$ cat src/nmifst_consts.svh
// Register offsets, field positions, reset values and timing counts of the NMI flag block.
`ifndef NMIFST_CONSTS_SVH
`define NMIFST_CONSTS_SVH
// ----------------------------------------------------------------------------
// Register byte offsets
// ----------------------------------------------------------------------------
`define NMIFST_OFF_FLAGS1     12'h000
`define NMIFST_OFF_FLAGS2     12'h004
`define NMIFST_OFF_CLEAR      12'h008
`define NMIFST_OFF_ST_CTRL    12'h00C
`define NMIFST_OFF_ST_STATUS  12'h010
`define NMIFST_OFF_ST_COUNT   12'h014
// ----------------------------------------------------------------------------
// Flag bit positions
// ----------------------------------------------------------------------------
`define NMIFST_BIT_NMIGEN     0
`define NMIFST_BIT_CLKLOSS    1
`define NMIFST_BIT_RAMUNC     2
`define NMIFST_BIT_FLASHUNC   3
`define NMIFST_BIT_ST1ERR     8
`define NMIFST_BIT_ST2ERR     9
`define NMIFST_BIT_VECERR     10
`define NMIFST_BIT_C2WD       12
`define NMIFST_BIT_C2NMIWD    13
`define NMIFST_FLAGS_RESET    16'h0000
`define NMIFST_FLAGS_USED     16'h370F
`define NMIFST_CORE2_MASK     16'h0FFF
// ----------------------------------------------------------------------------
// Self-test status bits and sequencing counts
// ----------------------------------------------------------------------------
`define NMIFST_ST_FULLDONE    0
`define NMIFST_ST_MICRODONE   1
`define NMIFST_ST_NMI         2
`define NMIFST_ST_FAIL        3
`define NMIFST_ST_SIGFAIL     4
`define NMIFST_ST_TOFAIL      5
`define NMIFST_ST_OVERRUN     6
`define NMIFST_COV_LOS        7'd95
`define NMIFST_COV_STUCK      7'd99
`define NMIFST_RUNS_LOS       12'd1700
`define NMIFST_RUNS_STUCK     12'd300
`define NMIFST_ST_RESET       8'h00
`endif

$ cat src/nmifst_pkg.sv
// Types of the NMI flag and self-test status block.
package nmifst_pkg;
    typedef enum logic [1:0] {
        NMIFST_IDLE  = 2'b00,
        NMIFST_LOS   = 2'b01,
        NMIFST_STUCK = 2'b10,
        NMIFST_DONE  = 2'b11
    } nmifst_phase_t;

    typedef struct packed {
        logic clockLoss;
        logic ramUncorrectable;
        logic flashUncorrectable;
        logic vectorFetchError;
        logic core2WatchdogReset;
        logic core2NmiWatchdogReset;
        logic externalNmi;
    } nmifst_src_t;

    typedef struct packed {
        logic       microDone;
        logic       timeout;
        logic       sigMismatch;
        logic [6:0] coverage;
    } nmifst_run_t;
endpackage

$ cat src/nmifst_flags.sv
// NMI error flag register with self-test sequencing and status, APB slave.
//
// Local design decisions: register access over APB and the register offsets.
`timescale 1ns/100ps
`include "nmifst_consts.svh"
// Contract
// - Latch core-1 self-test error at bit 8 on timeout or signature mismatch.
// - Latch core-2 self-test error at bit 9 on timeout or signature mismatch.
// - Flags stay set until a one is written to the clear register or reset.
// - Bit 0 records an issued NMI; no further NMI pulses while it is set.
// - Clock loss latches flag bit 1 as an NMI source.
// - Uncorrectable RAM error from any master latches flag bit 2.
// - Uncorrectable flash error on a CPU access latches flag bit 3.
// - Vector fetch error of the other core latches flag bit 10.
// - Bit 12 set once core-2 watchdog reset fired, zero otherwise.
// - Bit 13 set once core-2 NMI watchdog reset fired, zero otherwise.
// - Core-2 copy of the flag register reads core-2 watchdog bits as zero.
// - Self-test failure NMI goes to both cores.
// - Full run reaches 95% launch-on-shift, then stuck-at up to 99%.
// - Full run not done in expected micro-runs reports overrun failure.
// - Pass shows full-done and micro-done; failure shows failure bit mix.
// - NMI-raised status on external NMI, timeout or logic error.
// - Test-failed on timeout or logic error; signature and timeout marked apart.
// - Controller timeout sets timeout failure and sends NMI to both cores.
module nmifst_flags
    import nmifst_pkg::*;
(
    input  wire logic        mclk,
    input  wire logic        rst,
    input  wire logic        psel,
    input  wire logic        penable,
    input  wire logic        pwrite,
    input  wire logic [11:0] paddr,
    input  wire logic [31:0] pwdata,
    output logic      [31:0] prdata,
    output logic             pready,
    output logic             pslverr,
    input  wire nmifst_src_t errSrc,
    input  wire nmifst_run_t stRun,
    output logic             nmiCore1,
    output logic             nmiCore2,
    output logic             stActive
);
    // ------------------------------------------------------------------------
    // Input synchronisers
    // ------------------------------------------------------------------------
    // Error sources arrive from other blocks and pins, so every bit is resynchronised.
    localparam int SRCW = $bits(nmifst_src_t);
    localparam int RUNW = $bits(nmifst_run_t);
    logic [SRCW-1:0] srcMeta_ff;
    logic [SRCW-1:0] srcSync_ff;
    logic [RUNW-1:0] runMeta_ff;
    logic [RUNW-1:0] runSync_ff;
    logic [RUNW-1:0] runPrev_ff;
    nmifst_src_t     src;
    nmifst_run_t     run;
    logic            microPulse;

    always_ff @(posedge mclk)
    begin
        if (rst)
        begin
            srcMeta_ff <= '0;
            srcSync_ff <= '0;
            runMeta_ff <= '0;
            runSync_ff <= '0;
            runPrev_ff <= '0;
        end
        else
        begin
            srcMeta_ff <= errSrc;
            srcSync_ff <= srcMeta_ff;
            runMeta_ff <= stRun;
            runSync_ff <= runMeta_ff;
            runPrev_ff <= runSync_ff;
        end
    end

    assign src = nmifst_src_t'(srcSync_ff);
    assign run = nmifst_run_t'(runSync_ff);
    assign microPulse = run.microDone & ~runPrev_ff[RUNW-1];

    // ------------------------------------------------------------------------
    // APB decode
    // ------------------------------------------------------------------------
    logic wrStrobe;
    logic selFlags1;
    logic selFlags2;
    logic selClear;
    logic selCtrl;
    logic selStatus;
    logic selCount;
    logic selAny;

    assign wrStrobe  = psel & penable & pwrite;
    assign selFlags1 = paddr == `NMIFST_OFF_FLAGS1;
    assign selFlags2 = paddr == `NMIFST_OFF_FLAGS2;
    assign selClear  = paddr == `NMIFST_OFF_CLEAR;
    assign selCtrl   = paddr == `NMIFST_OFF_ST_CTRL;
    assign selStatus = paddr == `NMIFST_OFF_ST_STATUS;
    assign selCount  = paddr == `NMIFST_OFF_ST_COUNT;
    assign selAny    = selFlags1 | selFlags2 | selClear | selCtrl | selStatus | selCount;
    assign pready    = 1'b1;
    assign pslverr   = psel & penable & ~selAny;

    // ------------------------------------------------------------------------
    // Self-test sequencer
    // ------------------------------------------------------------------------
    nmifst_phase_t phase_ff;
    nmifst_phase_t nxt_phase;
    logic [11:0]   runCount_ff;
    logic [11:0]   nxt_runCount;
    logic [7:0]    stStatus_ff;
    logic [7:0]    nxt_stStatus;
    logic          startReq;
    logic          stopReq;
    logic          runLimit;
    logic          failNow;

    assign startReq = wrStrobe & selCtrl & pwdata[0];
    assign stopReq  = wrStrobe & selCtrl & pwdata[1];
    assign failNow  = microPulse & (run.timeout | run.sigMismatch);
    // The micro-run that is finishing now counts toward the limit.
    assign runLimit = (phase_ff == NMIFST_LOS) ? runCount_ff >= `NMIFST_RUNS_LOS - 12'd1
                                               : runCount_ff >= `NMIFST_RUNS_STUCK - 12'd1;

    always_comb
    begin
        nxt_phase    = phase_ff;
        nxt_runCount = runCount_ff;
        nxt_stStatus = stStatus_ff;
        unique case (phase_ff)
            NMIFST_IDLE, NMIFST_DONE:
            begin
                if (startReq)
                begin
                    nxt_phase    = NMIFST_LOS;
                    nxt_runCount = '0;
                    nxt_stStatus = `NMIFST_ST_RESET;
                end
            end
            NMIFST_LOS, NMIFST_STUCK:
            begin
                if (microPulse)
                begin
                    nxt_runCount = runCount_ff + 12'd1;
                    nxt_stStatus[`NMIFST_ST_MICRODONE] = 1'b1;
                end
                if (failNow)
                begin
                    nxt_stStatus[`NMIFST_ST_NMI]     = 1'b1;
                    nxt_stStatus[`NMIFST_ST_FAIL]    = 1'b1;
                    nxt_stStatus[`NMIFST_ST_SIGFAIL] = run.sigMismatch;
                    nxt_stStatus[`NMIFST_ST_TOFAIL]  = run.timeout;
                    nxt_stStatus[`NMIFST_ST_FULLDONE] = 1'b1;
                    nxt_phase = NMIFST_DONE;
                end
                else if (microPulse && phase_ff == NMIFST_LOS
                         && run.coverage >= `NMIFST_COV_LOS)
                begin
                    nxt_phase    = NMIFST_STUCK;
                    nxt_runCount = '0;
                end
                else if (microPulse && phase_ff == NMIFST_STUCK
                         && run.coverage >= `NMIFST_COV_STUCK)
                begin
                    nxt_stStatus[`NMIFST_ST_FULLDONE] = 1'b1;
                    nxt_phase = NMIFST_DONE;
                end
                else if (microPulse && runLimit)
                begin
                    nxt_stStatus[`NMIFST_ST_OVERRUN]  = 1'b1;
                    nxt_stStatus[`NMIFST_ST_FULLDONE] = 1'b1;
                    nxt_phase = NMIFST_DONE;
                end
                else if (stopReq)
                begin
                    nxt_phase = NMIFST_IDLE;
                end
                if (src.externalNmi)
                begin
                    nxt_stStatus[`NMIFST_ST_NMI] = 1'b1;
                end
            end
        endcase
    end

    // ------------------------------------------------------------------------
    // Flag register
    // ------------------------------------------------------------------------
    // Each source only ever sets; clearing is only via the clear register.
    logic [15:0] flags_ff;
    logic [15:0] setVec;
    logic [15:0] clrVec;
    logic [15:0] nxt_flags;
    logic        nmiPulse_ff;
    logic        nxt_nmiPulse;
    logic        anyNmiSource;
    logic        core1Test;

    logic        stRun_core2_sel_ff;
    assign core1Test = ~stRun_core2_sel_ff;

    always_comb
    begin
        setVec = '0;
        setVec[`NMIFST_BIT_ST1ERR]   = failNow & core1Test;
        setVec[`NMIFST_BIT_ST2ERR]   = failNow & ~core1Test;
        setVec[`NMIFST_BIT_CLKLOSS]  = src.clockLoss;
        setVec[`NMIFST_BIT_RAMUNC]   = src.ramUncorrectable;
        setVec[`NMIFST_BIT_FLASHUNC] = src.flashUncorrectable;
        setVec[`NMIFST_BIT_VECERR]   = src.vectorFetchError;
        setVec[`NMIFST_BIT_C2WD]     = src.core2WatchdogReset;
        setVec[`NMIFST_BIT_C2NMIWD]  = src.core2NmiWatchdogReset;
    end

    // A clear in the same cycle as a new event loses, so no event goes missing.
    assign clrVec       = (wrStrobe & selClear) ? pwdata[15:0] : 16'h0000;
    assign anyNmiSource = |(setVec & ~16'h0001) | |(flags_ff & ~16'h0001);
    assign nxt_nmiPulse = anyNmiSource & ~flags_ff[`NMIFST_BIT_NMIGEN];

    always_comb
    begin
        nxt_flags = (flags_ff & ~clrVec) | setVec;
        if (nxt_nmiPulse)
        begin
            nxt_flags[`NMIFST_BIT_NMIGEN] = 1'b1;
        end
        nxt_flags = nxt_flags & `NMIFST_FLAGS_USED;
    end

    always_ff @(posedge mclk)
    begin
        if (rst)
        begin
            flags_ff           <= `NMIFST_FLAGS_RESET;
            nmiPulse_ff        <= 1'b0;
            phase_ff           <= NMIFST_IDLE;
            runCount_ff        <= '0;
            stStatus_ff        <= `NMIFST_ST_RESET;
            stRun_core2_sel_ff <= 1'b0;
        end
        else
        begin
            flags_ff    <= nxt_flags;
            nmiPulse_ff <= nxt_nmiPulse;
            phase_ff    <= nxt_phase;
            runCount_ff <= nxt_runCount;
            stStatus_ff <= nxt_stStatus;
            if (startReq)
            begin
                stRun_core2_sel_ff <= pwdata[2];
            end
        end
    end

    // One NMI pulse reaches both cores, which covers self-test failures too.
    assign nmiCore1 = nmiPulse_ff;
    assign nmiCore2 = nmiPulse_ff;
    assign stActive = (phase_ff == NMIFST_LOS) | (phase_ff == NMIFST_STUCK);

    // ------------------------------------------------------------------------
    // Read data
    // ------------------------------------------------------------------------
    logic [31:0] nxt_prdata;
    logic [31:0] prdata_ff;

    always_comb
    begin
        nxt_prdata = 32'h0000_0000;
        if (selFlags1)
        begin
            nxt_prdata[15:0] = flags_ff;
        end
        if (selFlags2)
        begin
            nxt_prdata[15:0] = flags_ff & `NMIFST_CORE2_MASK;
        end
        if (selCtrl)
        begin
            nxt_prdata[3:0] = {stActive, stRun_core2_sel_ff, phase_ff};
        end
        if (selStatus)
        begin
            nxt_prdata[7:0] = stStatus_ff;
        end
        if (selCount)
        begin
            nxt_prdata[11:0] = runCount_ff;
        end
    end

    // Read data is registered during setup so it is stable across the access cycle.
    always_ff @(posedge mclk)
    begin
        if (rst)
        begin
            prdata_ff <= 32'h0000_0000;
        end
        else if (psel & ~penable & ~pwrite)
        begin
            prdata_ff <= nxt_prdata;
        end
    end

    assign prdata = prdata_ff;
endmodule // nmifst_flags

$ cat config.mk
export PLATFORM = sky130hd
export DESIGN_NAME = nmifst_flags
export DESIGN_NICKNAME = d
export VERILOG_FILES = /design/src/nmifst_pkg.sv /design/src/nmifst_flags.sv
export VERILOG_INCLUDE_DIRS = /design/src
export SDC_FILE = /design/constraint.sdc
export NUM_CORES = 1
export LEC_CHECK = 0
export ABC_CLOCK_PERIOD_IN_PS = 3600
export BUFFER_PORTS_ARGS = -buffer_cell sky130_fd_sc_hd__clkbuf_2
export CAP_MARGIN = 10
export CORE_MARGIN = 8
export CORE_UTILIZATION = 55
export CTS_BUF_LIST = sky130_fd_sc_hd__clkbuf_8
export CTS_CLUSTER_SIZE = 12
export DETAILED_ROUTE_END_ITERATION = 8
export GPL_TIMING_DRIVEN = 0
export PLACE_DENSITY = 0.95
export SYNTH_ARGS = -nofsm -noshare
export SYNTH_HDL_FRONTEND = slang
export SYNTH_SLANG_ARGS = --single-unit
export TNS_END_PERCENT = 50
$ cat constraint.sdc
create_clock -name mclk -period 3.6 [get_ports mclk]
set_input_delay 0.18 -clock mclk [delete_from_list [all_inputs] [get_ports mclk]]
set_output_delay 0.18 -clock mclk [all_outputs]
set_load 0.02 [all_outputs]
# After elaboration in Yosys (flattened, before gate mapping)
# Cells that the tools add are included.
[totals] regBits=92 inputBits=66 output_inout_bits=37 elab_cells=120
[op_classes] add_sub_neg=1 order_cmp=4 eq_ne=19 n_mux=32 n_bitwise=31 reduce_logical=17
[ops] op="$mux 12" count=5
[ops] op="$mux 14" count=2
[ops] op="$eq 12x4->1 const B" count=2
[ops] op="$eq 12x5->1 const B" count=2
[ops] op="$pmux 12 s2" count=1
[ops] op="$mux 16" count=1
[ops] op="$reduce_or 15->1" count=1
[ops] op="$and 1x1->1" count=14
[ops] op="$and 14x14->14" count=1
[ops] op="$ge 7x7->1 const B" count=2
[ops] op="$ne 2x2->1 const B" count=7
[ops] op="$not 14->14" count=1
[ops] op="$or 14x14->14" count=1
[ops] op="$pmux 7 s2" count=1
[ops] op="$add 12x1->12 const B" count=1
[ops] op="$eq 12x3->1 const B" count=1
[ops] op="$ge 12x11->1 const B" count=1
[ops] op="$ge 12x9->1 const B" count=1
[ops] op="$logic_not 12->1" count=1
[ops] op="$mux 2" count=6
[ops] op="$mux 1" count=11
[ops] op="$mux 4" count=2
[ops] op="$mux 8" count=1
[ops] op="$or 1x1->1" count=8
[ops] op="other kinds (15)" count=30

# Depth between registers and ports, before layout
[logic_depth] word_depth=10 depth_mapped=9

# Least setup slack after synthesis
# OpenSTA, ideal clock, no wires.
[synth_path] path_type="register -> register" start="reg phase_ff[0]" end="reg runCount_ff[5]" setup_ps=70 arrival_ps=1735 slack_ps=1795 path_stages_with_launch=8 period_less_slack_ps=1805 cell_sequence="dfxtp_1 > inv_1 > ha_1 > inv_1 > o21ai_1 > clkbuf_1 > or3b_1 > a21oi_1"
[synth_via] elab_chain_len=6
[synth_rtl] element="from (decl)" line="nmifst_flags.sv:109" rtl="nmifst_phase_t phase_ff;"
[synth_rtl] element="from (signal assigned)" line="nmifst_flags.sv:247" rtl="phase_ff <= nxt_phase;"
[synth_rtl] element="$eq 2x1->1" line="nmifst_flags.sv:132, nmifst_flags.sv:158"
[synth_rtl] element="$logic_and 1x1->1" line="nmifst_flags.sv:158" rtl="else if (microPulse && phase_ff == NMIFST_LOS"
[synth_rtl] element="$logic_and 1x1->1 (no line)"
[synth_rtl] element="$mux 12" line="nmifst_flags.sv:158"
[synth_rtl] element="$mux 12" line="nmifst_flags.sv:149" rtl="if (failNow)"
[synth_rtl] element="$pmux 12 s2" line="nmifst_flags.sv:132" rtl="unique case (phase_ff)"
[synth_rtl] element="to (signal assigned)" line="nmifst_flags.sv:248" rtl="runCount_ff <= nxt_runCount;"
[synth_rtl] element="to (decl)" line="nmifst_flags.sv:111" rtl="logic [11:0] runCount_ff;"
# Parallel ways exist; a longest one is shown, timed or not.
# A chain may end at the register's enable or synchronous reset.

# Final worst setup path
[layout_path] start="reg phase_ff[0]" end="reg runCount_ff[8]"
# The elaborated chain is that of the path after synthesis.

==> results.json <==
{
  "slew_headroom": 0.516,
  "gp_congestion": 0.977,
  "path_class": "flip-flop to flip-flop",
  "coreArea_um2": 6240,
  "grt_max_degree": 15,
  "final_nets": 554,
  "post_drt_wl_per_cell_um": 15.8,
  "syn_area_per_cell_um2": 8.77,
  "synth_fa_ha_area_frac": 0.0108,
  "grt_usage": 0.200,
  "r2r-start": "phase_ff[0]",
  "yosysSeqAreaShare": 0.466,
  "status": "complete, no violations",
  "worstHoldPathType": "input port to flip-flop",
  "critPathMaxStageDelay_ps": 410,
  "synthFlopType": "dfxtp_1",
  "insertion_delay_ps": 360,
  "synth_xor_area_frac": 0.0101,
  "max_slew.worst_pin.slew_ps": 725,
  "critPathLaunchType": "flip-flop",
  "grt_first_pass_wirelength_um": 14100,
  "finalHoldViolCount": 0,
  "worstSetupStartpoint": "phase_ff[0]",
  "critPathMaxFanout": 10,
  "yosys_warnings": 0,
  "synth_edf_count": 0,
  "avgViaCountPerCell": 5.57,
  "dpl-instance-area_um2": 3940,
  "areaGrowthSynthToFinish_pct": 19.3,
  "dr.pass1.iters": 5,
  "cts_hold_buf": 0,
  "clkSlewWorstSetupHoldPaths_ps": 80,
  "r2r_cells": 8,
  "skew_ps": 5.98,
  "antenna_found_initial": 0,
  "grt-ovfl-total": 0,
  "portBuffers": 60,
  "num_vias": 3160,
  "ctsResizeCount": 0,
  "hold_start": "stRun[4]",
  "setup_viol": 0,
  "start_util": 0.558,
  "fin_crit_ps": 2330,
  "async_flop_share": 0,
  "endpoint_kind": "flip-flop",
  "cts_buffer_depth": 2,
  "crit_slowest_cell": "dfxtp_1",
  "cts_buffers": 9,
  "cts_root_buf": "clkbuf_8",
  "fp-row-count": 29,
  "chipHeight_um": 95.6,
  "path_cells": "ha_1, nand3_1, o21a_1, o21ai_1, clkbuf_1, o21ai_0, a21oi_1, nor2_1",
  "placedCellCount": 551,
  "powerDensity_nw_per_um2": 470,
  "fin_cells": 567,
  "grt_pass1_vias": 3032,
  "drt_wl_total_um": 8960,
  "required_ps": 3830,
  "rsz0062_at_grt": "no",
  "irDropWorstVdd_mv": 0.394,
  "layout_commonest_cell": "dfxtp_1",
  "hold_path_depth": 2,
  "muxShareOfSynthArea": 0.00287,
  "synthDistinctLibCells": 55,
  "drc": 0,
  "antenna_cells": 0,
  "htreeDepth": 3,
  "synthCells": 397,
  "synthSimpleGateAreaFrac": 0.281,
  "drt_iter0_drc": 297,
  "fill_cells": 519,
  "drive_gt1_frac": 0.235,
  "cts_setup_buffers": 0,
  "dieWidth_um": 95.6,
  "ant_nets": 0,
  "top_level_ports": 103,
  "ys_ff_latch": 81,
  "fin_crit_sh": 0.648,
  "cts.sinks": 81,
  "arrival_ps": 2570,
  "fin_tns_setup_ps": 0,
  "leakage_nw": 1.70,
  "syn_area_um2": 3480,
  "cts_tree": "yes",
  "maxCapViolations": 0,
  "slew_violations": 0,
  "dieArea_um2": 9130,
  "synth_top_family_by_area": "simple AND/OR/NAND/NOR gates",
  "timing.hold.ws_ps": 29.1,
  "fmax_ghz": 0.429,
  "final_util": 0.666,
  "final_cell_mix": "dfxtp_1 (81), clkbuf_2 (61), nor2_1 (40)",
  "design_area_um2": 4160,
  "synth_compound_area_frac": 0.153,
  "dp_hpwl_um": 6730
}
worst max-delay path, delay by kind of cell (launching register included):
kind	cells	cell delay [ps]
simple gates	2	140
buf+inv	1	400
fa+ha+maj	1	270
compound gates	4	980
flops	1	410
registers in the layout (all words and copies together) (netlist names), 2 cells and up:
signal and count:
flags_ff 9, phase_ff 2, prdata 14, run 10
runCount_ff 12, runMeta_ff 10, src 7, srcMeta_ff 7
stStatus_ff 7
metrics by stage:
stage	power [mW]	setup WS, ps
after floorplan	1.17	1790
after global routing	2.02	1150
after global placement	1.26	1470
final	1.95	1270
after CTS	1.96	1310
after detailed placement	1.27	1320
Yosys cell counts, types with 2 or more instances:
cell / number / share of area
dfxtp_1: 81 / 0.47
nor2_1: 40 / 0.043
nor2b_1: 37 / 0.066
nand2_1: 36 / 0.039
a21oi_1: 28 / 0.040
buf_4: 22 / 0.047
o21ai_0: 20 / 0.029
nand3_1: 15 / 0.022
clkbuf_1: 11 / 0.012
a221oi_1: 10 / 0.025
nor4_1: 7 / 0.013
or3_1: 7 / 0.013
a31oi_1: 6 / 0.011
inv_1: 6 / 0.0065
and3_1: 5 / 0.0090
nand4_1: 5 / 0.0090
nor3_1: 5 / 0.0072
buf_2: 3 / 0.0043
ha_1: 3 / 0.011
nor3_2: 3 / 0.0086
o211ai_1: 3 / 0.0065
o21ai_1: 3 / 0.0043
or4_1: 3 / 0.0065
a22oi_1: 2 / 0.0043
buf_1: 2 / 0.0022
conb_1: 2 / 0.0022
nor3b_1: 2 / 0.0043
xnor2_1: 2 / 0.0050
xor2_1: 2 / 0.0050
layer usage:
metal	vias to the layer above	wire (um)	part of all wire	track usage
met2	144	4520	0.50	0.332
met1	1464	3530	0.39	0.239
met3	20	743	0.083	0.0457
met5	-	0	0	0
met4	0	178	0.020	0.0935
li1	1532	-	-	-
power breakdown:
part | leakage [nW] | total (mW) | internal [mW] | switching, mW
logic | 0.926 | 0.299 | 0.115 | 0.184
clock network | 0.110 | 0.695 | 0.362 | 0.334
registers | 0.663 | 0.959 | 0.935 | 0.0246
total | 1.70 | 1.95 | 1.41 | 0.542
final cells by class:
| cell class | instances | area, um2 | area share |
|---|---|---|---|
| plain buffers | 39 | 234 | 0.0563 |
| clock buffers | 11 | 151 | 0.0364 |
| clock inverters | 5 | 61.3 | 0.0148 |
| inverters | 6 | 22.5 | 0.00542 |
| multi-input cells | 288 | 1670 | 0.401 |
| flip-flops and latches | 81 | 1620 | 0.390 |
| well taps | 77 | 96.3 | 0.0232 |
| repair buffers | 60 | 300 | 0.0723 |
logic make-up (layout without fill, tap and decap cells):
logic type | count (synthesis) | after routing
AO/OA/AOI/OAI | 83 | 83
XOR/XNOR | 4 | 4
adder cells (fa/ha/maj) | 3 | 3
buffers and inverters | 45 | 121
flip-flops | 81 | 81
multiplexers | 1 | 1
other | 2 | 19
AND/OR/NAND/NOR | 178 | 178
path summary, 6_finish.rpt:
kind | slack [ps] | end
hold reg to reg | 440 | src[2]
hold / removal | 30 | runMeta_ff[4]
setup reg to reg | 1270 | runCount_ff[8]
setup / recovery | 1270 | runCount_ff[8]
No activity file was read; power rests on OpenSTA's default activity.
